==> src/core/amv_pkg.sv <==
// Shared constants, types and decode helpers for the amplifier volume ramp and fault control
package amv_pkg;

  localparam int CLK_HZ = 10_000_000;
  localparam int HZ_PER_MHZ = 1_000_000;

  // Register map and reset values
  localparam logic [7:0] RAMP_CTRL_ADDR = 8'h3F;
  localparam logic [7:0] EMER_CTRL_ADDR = 8'h40;
  localparam logic [7:0] RAMP_CTRL_RST = 8'h22;
  localparam logic [7:0] EMER_CTRL_RST = 8'h00;
  localparam logic [7:0] RDATA_NONE = 8'h00;

  // Volume codes, 0.5 dB per code, larger code is lower gain
  localparam logic [7:0] VOL_DEFAULT = 8'h30;
  localparam logic [7:0] VOL_MUTE = 8'hFF;

  localparam logic [1:0] RATE_DIRECT = 2'h3;
  localparam int STRAP_W = 3;
  localparam int STRAP_GAIN_BIT = 2;

  // Field layout matches the ramp control byte, bit 7 first
  typedef struct packed {
    logic [1:0] up_rate;
    logic [1:0] up_step;
    logic [1:0] dn_rate;
    logic [1:0] dn_step;
  } amv_ramp_cfg_t;

  typedef struct packed {
    logic [1:0] rate;
    logic [1:0] step;
    logic [3:0] unused;
  } amv_emer_cfg_t;

  typedef struct packed {
    logic wr;
    logic [7:0] addr;
    logic [7:0] wdata;
  } amv_reg_req_t;

  typedef enum logic [1:0] {FLT_OK, FLT_HOLD, FLT_CLEAR} amv_flt_state_t;

  // Step size in half-dB codes: 4.0, 2.0, 1.0, 0.5 dB
  function automatic logic [7:0] amv_step_size(input logic [1:0] code);
    unique case (code)
      2'h0: amv_step_size = 8'h08;
      2'h1: amv_step_size = 8'h04;
      2'h2: amv_step_size = 8'h02;
      2'h3: amv_step_size = 8'h01;
    endcase
  endfunction

  // Last sample-tick count before a step: every 1, 2 or 4 periods
  function automatic logic [1:0] amv_rate_last(input logic [1:0] code);
    unique case (code)
      2'h0: amv_rate_last = 2'h0;
      2'h1: amv_rate_last = 2'h1;
      2'h2: amv_rate_last = 2'h3;
      2'h3: amv_rate_last = 2'h0;
    endcase
  endfunction

  // Switching multiple of the sync rate within a gain group
  function automatic logic [3:0] amv_freq_mult(input logic [1:0] code);
    unique case (code)
      2'h3: amv_freq_mult = 4'h8;
      2'h2: amv_freq_mult = 4'h6;
      2'h1: amv_freq_mult = 4'h5;
      2'h0: amv_freq_mult = 4'h4;
    endcase
  endfunction

endpackage

==> src/core/amv_ctrl.sv <==
// Volume ramp, strap decode, sync select and fault control of the stereo amplifier
// Operation
// - Ramp-up rate from bits 7:6, ramp-down rate from bits 3:2 of ramp control.
// - Ramp-up step from bits 5:4, ramp-down step from bits 1:0 of ramp control.
// - Rate codes: every 1, 2 or 4 sample periods, or direct jump.
// - Step codes 4, 2, 1, 0.5 dB; up raises gain, down lowers it.
// - Clock error or supply failure forces emergency ramp-down using emergency register fields.
// - Emergency ramp defaults to one 4 dB step every sample period.
// - Strap level is decoded at start-up into a 3-bit gain/frequency code.
// - Strap code is captured once and held until power is cycled.
// - Upper four codes 26 dBV, lower four 20 dBV; multiples 8, 6, 5, 4.
// - Sync runs at 96 kHz or 88.2 kHz by sample-rate family.
// - Over-temperature pulls fault low, outputs high-Z, retries after its clear time.
// - Overcurrent pulls fault low, outputs high-Z, retries after its clear time.
// - DC offset pulls fault low, outputs high-Z, latched until mute toggles.
// - A stopped audio clock also clears the DC latch; normal operation resumes after.
// - Volume code 0.5 dB each: 0x00 +24, 0x30 0, 0xFE -103, 0xFF mute.
`timescale 1ns/1ps
module amv_ctrl import amv_pkg::*; #(
  parameter int OT_CLEAR_US = 1000,
  parameter int OC_CLEAR_US = 100,
  parameter int CLR_W = 24
) (
  input wire logic clk_sys,
  input wire logic rst,
  input wire amv_reg_req_t reg_req,
  output logic [7:0] reg_rdata,
  input wire logic sample_tick,
  input wire logic [7:0] vol_target_a,
  input wire logic [7:0] vol_target_b,
  output logic [7:0] vol_gain_a,
  output logic [7:0] vol_gain_b,
  input wire logic clock_error,
  input wire logic supply_fail,
  input wire logic [STRAP_W-1:0] gain_freq_strap_input,
  output logic gain_26dbv,
  output logic [3:0] switch_mult,
  input wire logic fs_family_44k1,
  output logic sync_88k2,
  input wire logic over_temperature_event,
  input wire logic over_current_event,
  input wire logic dc_offset_event,
  input wire logic mute_input_line,
  output logic fault_output_line_o,
  output logic fault_output_line_oe,
  output logic speaker_outputs_hiz
);

  localparam int OT_CLEAR_CYC = OT_CLEAR_US * (CLK_HZ / HZ_PER_MHZ);
  localparam int OC_CLEAR_CYC = OC_CLEAR_US * (CLK_HZ / HZ_PER_MHZ);
  localparam logic [CLR_W-1:0] CLR_LAST [2] = '{CLR_W'(OT_CLEAR_CYC - 1),
                                                 CLR_W'(OC_CLEAR_CYC - 1)};

  // Elaboration-time refusal of settings the clear counters cannot serve
  if (OT_CLEAR_CYC < 1 || OC_CLEAR_CYC < 1) begin : g_bad_clear
    $error("clear times must be at least one cycle");
  end
  if (CLR_W < 1 || CLR_W > 30) begin : g_bad_width
    $error("clear counter width out of range");
  end else if (OT_CLEAR_CYC >= 2 ** CLR_W || OC_CLEAR_CYC >= 2 ** CLR_W) begin : g_narrow
    $error("clear counter too narrow");
  end

  //////////////////////////////////////////////////////////////////////////////
  // Ramp registers
  logic [7:0] ramp_ctrl_reg, ramp_ctrl_next;
  logic [7:0] emer_ctrl_reg, emer_ctrl_next;
  logic [7:0] rdata_reg, rdata_next;

  always_comb begin
    ramp_ctrl_next = ramp_ctrl_reg;
    emer_ctrl_next = emer_ctrl_reg;
    if (reg_req.wr && reg_req.addr == RAMP_CTRL_ADDR) begin
      ramp_ctrl_next = reg_req.wdata;
    end
    if (reg_req.wr && reg_req.addr == EMER_CTRL_ADDR) begin
      emer_ctrl_next = reg_req.wdata;
    end
    unique case (reg_req.addr)
      RAMP_CTRL_ADDR: rdata_next = ramp_ctrl_reg;
      EMER_CTRL_ADDR: rdata_next = emer_ctrl_reg;
      default: rdata_next = RDATA_NONE;
    endcase
  end

  always_ff @(posedge clk_sys) begin
    if (rst) begin
      ramp_ctrl_reg <= RAMP_CTRL_RST;
      emer_ctrl_reg <= EMER_CTRL_RST;
      rdata_reg <= RDATA_NONE;
    end else begin
      ramp_ctrl_reg <= ramp_ctrl_next;
      emer_ctrl_reg <= emer_ctrl_next;
      rdata_reg <= rdata_next;
    end
  end

  assign reg_rdata = rdata_reg;

  //////////////////////////////////////////////////////////////////////////////
  // Channel ramps
  logic emerg;
  assign emerg = clock_error || supply_fail;

  amv_ramp_chan u_ramp_a (
    .clk_sys(clk_sys),
    .rst(rst),
    .sample_tick(sample_tick),
    .target(vol_target_a),
    .emerg(emerg),
    .cfg(amv_ramp_cfg_t'(ramp_ctrl_reg)),
    .ecfg(amv_emer_cfg_t'(emer_ctrl_reg)),
    .gain(vol_gain_a)
  );

  amv_ramp_chan u_ramp_b (
    .clk_sys(clk_sys),
    .rst(rst),
    .sample_tick(sample_tick),
    .target(vol_target_b),
    .emerg(emerg),
    .cfg(amv_ramp_cfg_t'(ramp_ctrl_reg)),
    .ecfg(amv_emer_cfg_t'(emer_ctrl_reg)),
    .gain(vol_gain_b)
  );

  //////////////////////////////////////////////////////////////////////////////
  // Strap capture; only a full reset (power cycle) re-arms it
  logic strap_done_reg, strap_done_next;
  logic gain_26_reg, gain_26_next;
  logic [3:0] mult_reg, mult_next;
  logic sync_reg, sync_next;

  always_comb begin
    strap_done_next = 1'b1;
    gain_26_next = gain_26_reg;
    mult_next = mult_reg;
    if (!strap_done_reg) begin
      gain_26_next = gain_freq_strap_input[STRAP_GAIN_BIT];
      mult_next = amv_freq_mult(gain_freq_strap_input[1:0]);
    end
    sync_next = fs_family_44k1;
  end

  always_ff @(posedge clk_sys) begin
    if (rst) begin
      strap_done_reg <= 1'b0;
      gain_26_reg <= 1'b0;
      mult_reg <= 4'h4;
      sync_reg <= 1'b0;
    end else begin
      strap_done_reg <= strap_done_next;
      gain_26_reg <= gain_26_next;
      mult_reg <= mult_next;
      sync_reg <= sync_next;
    end
  end

  assign gain_26dbv = gain_26_reg;
  assign switch_mult = mult_reg;
  assign sync_88k2 = sync_reg;

  //////////////////////////////////////////////////////////////////////////////
  // Self-clearing faults: index 0 over-temperature, index 1 overcurrent
  amv_flt_state_t flt_state_reg [2];
  amv_flt_state_t flt_state_next [2];
  logic [CLR_W-1:0] flt_cnt_reg [2];
  logic [CLR_W-1:0] flt_cnt_next [2];
  logic [1:0] flt_ev;
  logic [1:0] flt_on;

  assign flt_ev = {over_current_event, over_temperature_event};

  for (genvar k = 0; k < 2; k++) begin : g_flt
    always_comb begin
      flt_state_next[k] = flt_state_reg[k];
      flt_cnt_next[k] = flt_cnt_reg[k];
      unique case (flt_state_reg[k])
        FLT_OK: if (flt_ev[k]) flt_state_next[k] = FLT_HOLD;
        FLT_HOLD: begin
          if (!flt_ev[k]) begin
            flt_state_next[k] = FLT_CLEAR;
            flt_cnt_next[k] = '0;
          end
        end
        FLT_CLEAR: begin
          // A new event restarts the wait rather than letting the retry through
          if (flt_ev[k]) begin
            flt_state_next[k] = FLT_HOLD;
          end else if (flt_cnt_reg[k] == CLR_LAST[k]) begin
            flt_state_next[k] = FLT_OK;
          end else begin
            flt_cnt_next[k] = flt_cnt_reg[k] + 1'b1;
          end
        end
      endcase
    end

    always_ff @(posedge clk_sys) begin
      if (rst) begin
        flt_state_reg[k] <= FLT_OK;
        flt_cnt_reg[k] <= '0;
      end else begin
        flt_state_reg[k] <= flt_state_next[k];
        flt_cnt_reg[k] <= flt_cnt_next[k];
      end
    end

    assign flt_on[k] = (flt_state_reg[k] != FLT_OK);
  end

  //////////////////////////////////////////////////////////////////////////////
  // Latched DC fault
  logic dc_latch_reg, dc_latch_next;
  logic mute_prev_reg, mute_prev_next;
  logic mute_toggle;

  always_comb begin
    mute_toggle = (mute_input_line != mute_prev_reg);
    mute_prev_next = mute_input_line;
    // A fresh offset wins over a clear in the same cycle
    if (dc_offset_event) begin
      dc_latch_next = 1'b1;
    end else if (mute_toggle || clock_error) begin
      dc_latch_next = 1'b0;
    end else begin
      dc_latch_next = dc_latch_reg;
    end
  end

  always_ff @(posedge clk_sys) begin
    if (rst) begin
      dc_latch_reg <= 1'b0;
      mute_prev_reg <= 1'b0;
    end else begin
      dc_latch_reg <= dc_latch_next;
      mute_prev_reg <= mute_prev_next;
    end
  end

  // Open-drain fault line: only ever pulls low
  assign fault_output_line_o = 1'b0;
  assign fault_output_line_oe = (|flt_on) || dc_latch_reg;
  assign speaker_outputs_hiz = (|flt_on) || dc_latch_reg;

  //////////////////////////////////////////////////////////////////////////////
  ramp_ctrl_write_a: assert property (@(posedge clk_sys) disable iff (rst)
    (reg_req.wr && reg_req.addr == RAMP_CTRL_ADDR) |=> (ramp_ctrl_reg == $past(reg_req.wdata)))
    else $error("ramp control write lost");

  emer_default_a: assert property (@(posedge clk_sys)
    rst |=> (emer_ctrl_reg == EMER_CTRL_RST && ramp_ctrl_reg == RAMP_CTRL_RST))
    else $error("ramp registers not at reset value");

  strap_hold_a: assert property (@(posedge clk_sys) disable iff (rst)
    strap_done_reg |=> ($stable(gain_26_reg) && $stable(mult_reg)))
    else $error("strap decode changed after start-up");

  strap_decode_a: assert property (@(posedge clk_sys) disable iff (rst)
    (!strap_done_reg && gain_freq_strap_input == 3'h7) |=> (gain_26dbv && switch_mult == 4'h8))
    else $error("top strap code decoded wrongly");

  sync_select_a: assert property (@(posedge clk_sys) disable iff (rst)
    fs_family_44k1 |=> sync_88k2)
    else $error("sync rate not following sample family");

  ot_fault_a: assert property (@(posedge clk_sys) disable iff (rst)
    (over_temperature_event ##1 !over_temperature_event) |=>
    (fault_output_line_oe && speaker_outputs_hiz))
    else $error("over-temperature released without clear time");

  oc_fault_a: assert property (@(posedge clk_sys) disable iff (rst)
    over_current_event |=> (fault_output_line_oe && speaker_outputs_hiz))
    else $error("overcurrent did not raise fault");

  dc_latched_a: assert property (@(posedge clk_sys) disable iff (rst)
    (dc_latch_reg && !mute_toggle && !clock_error) |=> (dc_latch_reg && fault_output_line_oe))
    else $error("dc fault dropped without mute toggle");

  clk_err_clear_a: assert property (@(posedge clk_sys) disable iff (rst)
    (clock_error && !dc_offset_event) |=> !dc_latch_reg)
    else $error("clock error did not clear dc fault");

  ot_retry_c: cover property (@(posedge clk_sys) disable iff (rst)
    flt_state_reg[0] == FLT_CLEAR ##1 flt_state_reg[0] == FLT_OK);
  dc_clear_c: cover property (@(posedge clk_sys) disable iff (rst)
    dc_latch_reg ##1 mute_toggle ##1 !dc_latch_reg);
  strap_c: cover property (@(posedge clk_sys) disable iff (rst)
    $rose(strap_done_reg) && gain_freq_strap_input[2]);

endmodule // amv_ctrl

==> src/core/amv_ramp_chan.sv <==
// One channel of soft volume ramping toward a target code
`timescale 1ns/1ps
module amv_ramp_chan import amv_pkg::*; (
  input wire logic clk_sys,
  input wire logic rst,
  input wire logic sample_tick,
  input wire logic [7:0] target,
  input wire logic emerg,
  input wire amv_ramp_cfg_t cfg,
  input wire amv_emer_cfg_t ecfg,
  output logic [7:0] gain
);

  logic [7:0] gain_reg, gain_next;
  logic [1:0] cnt_reg, cnt_next;
  logic [7:0] tgt, size, delta;
  logic [1:0] rate, stp;
  logic fire;

  always_comb begin
    tgt = emerg ? VOL_MUTE : target;
    if (emerg) begin
      rate = ecfg.rate;
      stp = ecfg.step;
    end else if (target < gain_reg) begin
      rate = cfg.up_rate;
      stp = cfg.up_step;
    end else begin
      rate = cfg.dn_rate;
      stp = cfg.dn_step;
    end
    size = amv_step_size(stp);
    delta = (tgt > gain_reg) ? tgt - gain_reg : gain_reg - tgt;
    fire = sample_tick && (cnt_reg >= amv_rate_last(rate));
    cnt_next = cnt_reg;
    gain_next = gain_reg;
    if (sample_tick) begin
      cnt_next = fire ? 2'h0 : cnt_reg + 2'h1;
    end
    if (rate == RATE_DIRECT) begin
      gain_next = tgt;
      cnt_next = 2'h0;
    end else if (fire) begin
      // Last step is clamped so the gain lands on the target exactly
      if (delta <= size) begin
        gain_next = tgt;
      end else if (tgt > gain_reg) begin
        gain_next = gain_reg + size;
      end else begin
        gain_next = gain_reg - size;
      end
    end
  end

  always_ff @(posedge clk_sys) begin
    if (rst) begin
      gain_reg <= VOL_DEFAULT;
      cnt_reg <= 2'h0;
    end else begin
      gain_reg <= gain_next;
      cnt_reg <= cnt_next;
    end
  end

  assign gain = gain_reg;

  //////////////////////////////////////////////////////////////////////////////
  ramp_no_overshoot_a: assert property (@(posedge clk_sys) disable iff (rst)
    (!emerg && $stable(target) && gain_reg <= target) |=> (gain_reg <= $past(target)))
    else $error("ramp passed its target");

  ramp_direct_a: assert property (@(posedge clk_sys) disable iff (rst)
    (!emerg && rate == RATE_DIRECT) |=> (gain_reg == $past(target)))
    else $error("direct change did not land on target");

  ramp_slow_rate_a: assert property (@(posedge clk_sys) disable iff (rst)
    (!emerg && rate == 2'h2 && cnt_reg == 2'h0 && sample_tick) |=> $stable(gain_reg))
    else $error("ramp stepped before fourth sample");

  emer_step_a: assert property (@(posedge clk_sys) disable iff (rst)
    (emerg && ecfg.rate == 2'h0 && ecfg.step == 2'h0 && sample_tick && gain_reg < 8'hF7)
    |=> (gain_reg == $past(gain_reg) + 8'h08))
    else $error("emergency step is not 4 dB per sample");

  ramp_emer_c: cover property (@(posedge clk_sys) disable iff (rst)
    emerg ##1 gain_reg == VOL_MUTE);

endmodule // amv_ramp_chan

==> config.mk <==
export PLATFORM = sky130hd
export DESIGN_NAME = amv_ctrl
export DESIGN_NICKNAME = d
export VERILOG_FILES = /design/src/core/amv_pkg.sv /design/src/core/amv_ctrl.sv /design/src/core/amv_ramp_chan.sv
export SDC_FILE = /design/constraint.sdc
export NUM_CORES = 1
export LEC_CHECK = 0
export BUFFER_PORTS_ARGS = -buffer_cell sky130_fd_sc_hd__buf_2
export CAP_MARGIN = 25
export CORE_ASPECT_RATIO = 1.2
export CORE_MARGIN = 2
export CORE_UTILIZATION = 30
export DETAILED_ROUTE_END_ITERATION = 8
export HOLD_SLACK_MARGIN = 0.06
export MAX_ROUTING_LAYER = met4
export PLACE_DENSITY = 0.46
export REMOVE_ABC_BUFFERS = 1
export SLEW_MARGIN = 20
export SYNTH_ARGS = -nofsm -noshare
export SYNTH_HDL_FRONTEND = slang
export SYNTH_HIERARCHICAL = 1
export SYNTH_SLANG_ARGS = --single-unit
==> constraint.sdc <==
create_clock -name clk_sys -period 5.1 [get_ports clk_sys]
set_input_delay 0.51 -clock clk_sys [delete_from_list [all_inputs] [get_ports clk_sys]]
set_output_delay 0.51 -clock clk_sys [all_outputs]
set_load 0.03 [all_outputs]
**Word-level counts from Yosys, hierarchy flattened**

Memories as Yosys holds them, arrays and structs flattened.
Cells that the tools add are included.

- Add/sub/neg operators: 12
- Order comparisons: 8
- Equal/unequal tests: 24
- Multiplexer cells: 55
- Bitwise gates (word level): 4
- Reductions and logical operators: 24

Operators with widths:

| kind | count |
|---|---|
| 2-to-1 mux 24 bit | 8 |
| 2-to-1 mux 8 bit | 12 |
| case mux 24 bit (2 select lines) | 2 |
| case mux 8 bit (4 select lines) | 2 |
| adder 24 x 1 -> 24 bit, second input constant | 2 |
| subtractor 8 bit | 6 |
| 2-to-1 mux 2 bit | 20 |
| == test 2 bit, second input constant | 12 |
| == test 24 x 10 -> 1 bit, second input constant | 1 |
| == test 24 x 14 -> 1 bit, second input constant | 1 |
| case mux 2 bit (3 select lines) | 4 |
| adder 8 bit | 2 |
| > comparator 8 bit | 2 |
| <= comparator 8 bit | 2 |
| less-than comparator 8 bit | 2 |
| case mux 4 bit (4 select lines) | 1 |
| case mux 8 bit (2 select lines) | 1 |
| == test 2 x 1 -> 1 bit, second input constant | 7 |
| logical NOT 2 bit | 7 |
| nonzero test 2 bit | 5 |
| OR reduction 2 bit | 5 |
| == test 8 x 6 -> 1 bit, second input constant | 1 |
| == test 8 x 7 -> 1 bit, second input constant | 1 |
| 2-to-1 mux 1 bit | 5 |
| 6 further kinds | 16 |

- Register bits after elaboration: 53
- RAM bits: 52
- Output and inout bits: 33
- Memories kept: 2

Memories:

| name | depth | bits a word | rd ports | clocked after memory_dff | write ports | RTL line | RTL |
|---|---|---|---|---|---|---|---|
| flt_cnt_reg | 2 | 24 | 2 | 0 | 2 | amv_ctrl.sv:167 | `logic [CLR_W-1:0] flt_cnt_reg [2];` |
| flt_state_reg | 2 | 2 | 2 | 0 | 2 | amv_ctrl.sv:165 | `amv_flt_state_t flt_state_reg [2];` |

**Logic depth before layout (Yosys ltp)**

- Depth after elaboration: 10
- Mapped depth: 22
- Mapped depth without buffers: 21

**By module**

Netlist, hierarchy kept.

By module, submodules not included:

| module | times used | cells each | area an instance (um2) | seq. area each (um2) |
|---|---|---|---|---|
| amv_ctrl | 1 | 489 | 3965.1 | 1701.6 |
| amv_ramp_chan (u_ramp_b) | 1 | 287 | 2223.4 | 200.2 |
| amv_ramp_chan (u_ramp_a) | 1 | 286 | 2127.0 | 200.2 |

**Worst setup path after synthesis**

Ideal clock, no wire load.

- Path type: register -> register
- Start: register u_ramp_b.gain_reg[4] (netlist: u_ramp_b/gain[4])
- End: register u_ramp_b.gain_reg[6] (netlist: u_ramp_b/gain[6])
- Library setup time: 91 ps
- Arrival: 4458 ps
- Setup slack: 551 ps
- Stages on the path, launching flop included: 21
- Buffers on the path: 0
- Period minus slack after synthesis: 4549 ps
- Cell sequence: dfxtp_1 inv_1 ha_1 a21o_1 a21o_1 a211oi_1 nor2_1 a211oi_1 and2_1 inv_1 ha_1 nand2_1 o21ai_0 fa_1 nor2b_1 o21ai_0 a21boi_0 o21a_1 nor3_1 or4b_1 a311oi_1

- Longest elaborated chain between the ends: 10
- Elaborated cells between the ends (all ways): 30
- Classes of those cells: add/sub: 4; order compare: 4; eq/ne: 6; mux: 11; reduce/logical: 5

Ends and longest elaborated chain:

| what | RTL line | RTL |
|---|---|---|
| from (decl) | amv_ramp_chan.sv:14 | `logic [7:0] gain_reg, gain_next;` |
| from (signal assigned) | amv_ramp_chan.sv:60 | `gain_reg <= gain_next;` |
| less-than comparator 8 bit | amv_ramp_chan.sv:25 | `end else if (target < gain_reg) begin` |
| 2-to-1 mux 2 bit | amv_ramp_chan.sv:25 |  |
| 2-to-1 mux 2 bit | amv_ramp_chan.sv:22 | `if (emerg) begin` |
| == test 2 bit (tied with other cells) | amv_pkg.sv:46 | `unique case (code)` |
| case mux 8 bit (4 select lines) | amv_pkg.sv:46 |  |
| subtractor 8 bit or adder 8 bit (tied branches) | amv_ramp_chan.sv:50, amv_ramp_chan.sv:48 |  |
| 2-to-1 mux 8 bit | amv_ramp_chan.sv:47 | `end else if (tgt > gain_reg) begin` |
| 2-to-1 mux 8 bit | amv_ramp_chan.sv:45 | `if (delta <= size) begin` |
| 2-to-1 mux 8 bit | amv_ramp_chan.sv:43 | `end else if (fire) begin` |
| 2-to-1 mux 8 bit | amv_ramp_chan.sv:40 | `if (rate == RATE_DIRECT) begin` |

Several ways; a longest one is shown, not always the timed one. The select of a mux whose other input is x is not followed.
A chain may end at the register's enable or synchronous reset.

**Worst setup path after layout**

- Start: register u_ramp_b.gain_reg[3] (netlist: u_ramp_b/gain[3])
- End: register u_ramp_b.gain_reg[6] (netlist: u_ramp_b/gain[6])

Same word-level chain as after synthesis.

==> metrics <==
result of the run=finished clean; maximum fanout along the worst path=5; setup repair after global routing missed its margin=no; number of input and output port buffers inserted=77; largest net degree at the start of global routing=43; DIE AREA=0.0291 mm2; Vias=7,862; post-synthesis instance area=slightly above 0.008 mm2; fraction of the mapped netlist area in compound gates=22.9%; multi-input logic area=0.00569 mm2; Reg area=0.00210 mm2; time the worst path needs with I/O delays and setup=4.72 ns; Hold-fix buffers, CTS=0; antenna violations before repair=2; DR DRC count=0; leading post-synthesis cells by instance count=sky130_fd_sc_hd__dfxtp_1 (105), sky130_fd_sc_hd__nand2_1 (100), sky130_fd_sc_hd__a21oi_1 (86); initial drt markers=about 320; average detailed-routed wire length per instance=approximately 16 um; total leakage power=0.00390 uW; leading area contributor after synthesis=sky130_fd_sc_hd__dfxtp_1; worst hold slack=between 0.3 and 0.4 ns; highest clock frequency the design can meet=212 MHz; XOR/XNOR Fraction of Synth Area=3.76%; die extent in y=186 um; max-cap violation count=0; CTS tree=yes; Slew headroom=36.8%; final count of pins violating max slew=0; Async SR Flop Fraction=0%; post-synthesis share of cell area spent on full adders, half adders and majority gates=13.2%; maximum clock insertion buffer count=2; routed wire length=23.4 mm; DIE WIDTH=156 um; row cnt=66; Avg Vias per Cell=between 5 and 6; number of optimization iterations in the first detailed-route pass=4; post-detail-place hpwl=approximately 18 mm; areal power density over the cells=402 mW/mm2; clock latency on the worst-skew pair=0.36 ns; unique cell type count in the Yosys netlist=83; dominant combinational cell family by area after synthesis=simple AND/OR/NAND/NOR gates; Fin Clk Skew=0.00557 ns; number of enable flip-flop cells after synthesis=0; share of cells above drive strength 1=between 10% and 20%; Tightest Pin Transition=roughly 0.94 ns; total count of hold-check failures in the final report=0; number of H-tree levels=3; ratio of final minimum period to clock period=just over 90%; Worst setup SP type=flop; net count of the finished layout=1,263; synthesis-to-finish area growth=13.9%; CTS Root Buffer Type=sky130_fd_sc_hd__clkbuf_16; endpoint required time on the critical path=around 5.4 ns; Inserted Clock Buffers=9; VDD IR max=0.152 mV; non-filler instance count after layout=~1,500; leftover overflow at the end of global routing=0; wire length of the first global-routing pass=39.0 mm; number of nets still failing antenna checks after routing=0; Area contributors post-synth=sky130_fd_sc_hd__dfxtp_1 (25%), sky130_fd_sc_hd__ha_1 (12%), sky130_fd_sc_hd__a21oi_1 (5.2%); routability congestion estimate from global placement=slightly below 0.9; kind of critical path=reg2reg; fraction of the yosys area taken by sequential cells=25.3%; Setup TNS Final=0 ns; synthesized area divided by synthesized cell count=7.83 um2; Primary FF master, synth=sky130_fd_sc_hd__dfxtp_1; Layout fillers=2,900; worst reg2reg setup slack=0.38 ns; Post-Synthesis Cells=1,062; synthesized flop and latch total=between 100 and 150; Yosys warnings=6; clock-pin slew of the registers on the worst-case setup and hold paths=0.07 ns; CTS Sinks=105; endpoints failing setup=0; vias in the first global route=approximately 7,800; Tot GR Track Use=roughly 17%; worst hold-check path type=in2reg; starting density of the core=30.6%; cell with the most instances after synthesis=sky130_fd_sc_hd__dfxtp_1; core area=0.0272 mm2; Final Power=3810 uW; number of flip-flops under the largest register name=48; fraction of the mapped netlist area in simple logic gates=24.6%; area share of the largest cell type after synthesis=25.3%; multiplexer share of the synthesized area=3.69%; Cell Count Post-Placement=between 1,000 and 1,500; Boundary Pins=79; critical path endpoint category=flop; arrival time worst endpoint=4.99 ns
worst paths after layout:
kind / startpoint / endpoint / cells after the start
hold / removal: fs_family_44k1 / sync_88k2 / 2
setup / recovery: u_ramp_b/gain[3] / u_ramp_b/gain[6] / 20
hold reg to reg: emer_ctrl_reg[2] / emer_ctrl_reg[2] / 2
setup reg to reg: u_ramp_b/gain[3] / u_ramp_b/gain[6] / 20
placed cells by master, fill, tap and decap left out, drive strengths merged, types with 14 or more instances in the layout:
cell and n:
buf 111, dfxtp 105, nand2 101, a21oi 89
nor2 81, ha 78, inv 76, o21ai 69
nand3 43, mux2i 25, xnor2 25, nor3 23
nor2b 20, o31ai 17, nand2b 15, nor4 15
or3 14, nand4 14
critical path: stages, from the launching register on:
cell                       delay [ns]
sky130_fd_sc_hd__dfxtp_1         0.45
sky130_fd_sc_hd__inv_1           0.13
sky130_fd_sc_hd__ha_1            0.20
sky130_fd_sc_hd__a21o_1          0.16
sky130_fd_sc_hd__a21o_1          0.19
sky130_fd_sc_hd__a211oi_1        0.31
sky130_fd_sc_hd__nor2_1          0.14
sky130_fd_sc_hd__a211oi_1        0.30
sky130_fd_sc_hd__and2_1          0.20
sky130_fd_sc_hd__inv_1           0.09
sky130_fd_sc_hd__ha_1            0.33
sky130_fd_sc_hd__nand2_1         0.06
sky130_fd_sc_hd__o21ai_0         0.11
sky130_fd_sc_hd__fa_1            0.45
sky130_fd_sc_hd__nor2b_1         0.14
sky130_fd_sc_hd__o21ai_0         0.14
sky130_fd_sc_hd__a21boi_0        0.30
sky130_fd_sc_hd__o21a_1          0.17
sky130_fd_sc_hd__nor3_1          0.04
sky130_fd_sc_hd__or4b_1          0.50
sky130_fd_sc_hd__a311oi_1        0.25
per-stage QoR:
| stage | util [%] | area (um2) | setup WS [ns] |
|---|---|---|---|
| global route | 34.8 | 9470 | 0.0731 |
| floorplan | - | 8050 | 0.359 |
| detailed placement | 33.6 | 9120 | 0.163 |
| global placement | 33.6 | 9120 | 0.185 |
| CTS | 34.8 | 9450 | 0.150 |
| finish | 34.8 | 9470 | 0.380 |
cells by family (layout without fill, tap and decap cells):
kind of cell	count (synthesis)	count (layout)
compound gates	290	290
xor+xnor	34	34
fa+ha+maj	84	84
buf+inv	125	201
flops	105	105
mux	30	30
other cells	1	3
simple gates	393	393
per-layer routing:
layer	GRT usage, %	wire [um]	part of all wire (%)	vias up
met1	21.0	10800	46	3713
met2	28.0	11300	48	132
met4	6.07	598	2.6	0
met5	-	0	0	-
met3	2.00	763	3.3	33
li1	-	-	-	3984
where the power goes:
group / internal [uW] / switching, uW / leakage [uW]
combinational: 898 / 1210 / 0.00288
clock: 446 / 332 / 0.000163
sequential: 869 / 58.3 / 0.000852
cell type report:
cell class / count / area share [%]
antenna: 2 / 0.0529
clock buffer: 10 / 2.52
clock inverter: 6 / 0.925
inverter: 74 / 2.93
multi-input combinational: 832 / 60.1
sequential: 105 / 22.2
tap: 340 / 4.49
timing repair buffer: 111 / 6.77
repair_timing:
item / in CTS / in global routing
setup buffers: 0 / 2
hold endpoints to repair: 0 / 0
resized for setup: 0 / 3
endpoints found under the setup margin: 0 / 2
Note: power is estimated with default switching activity, not from simulation.
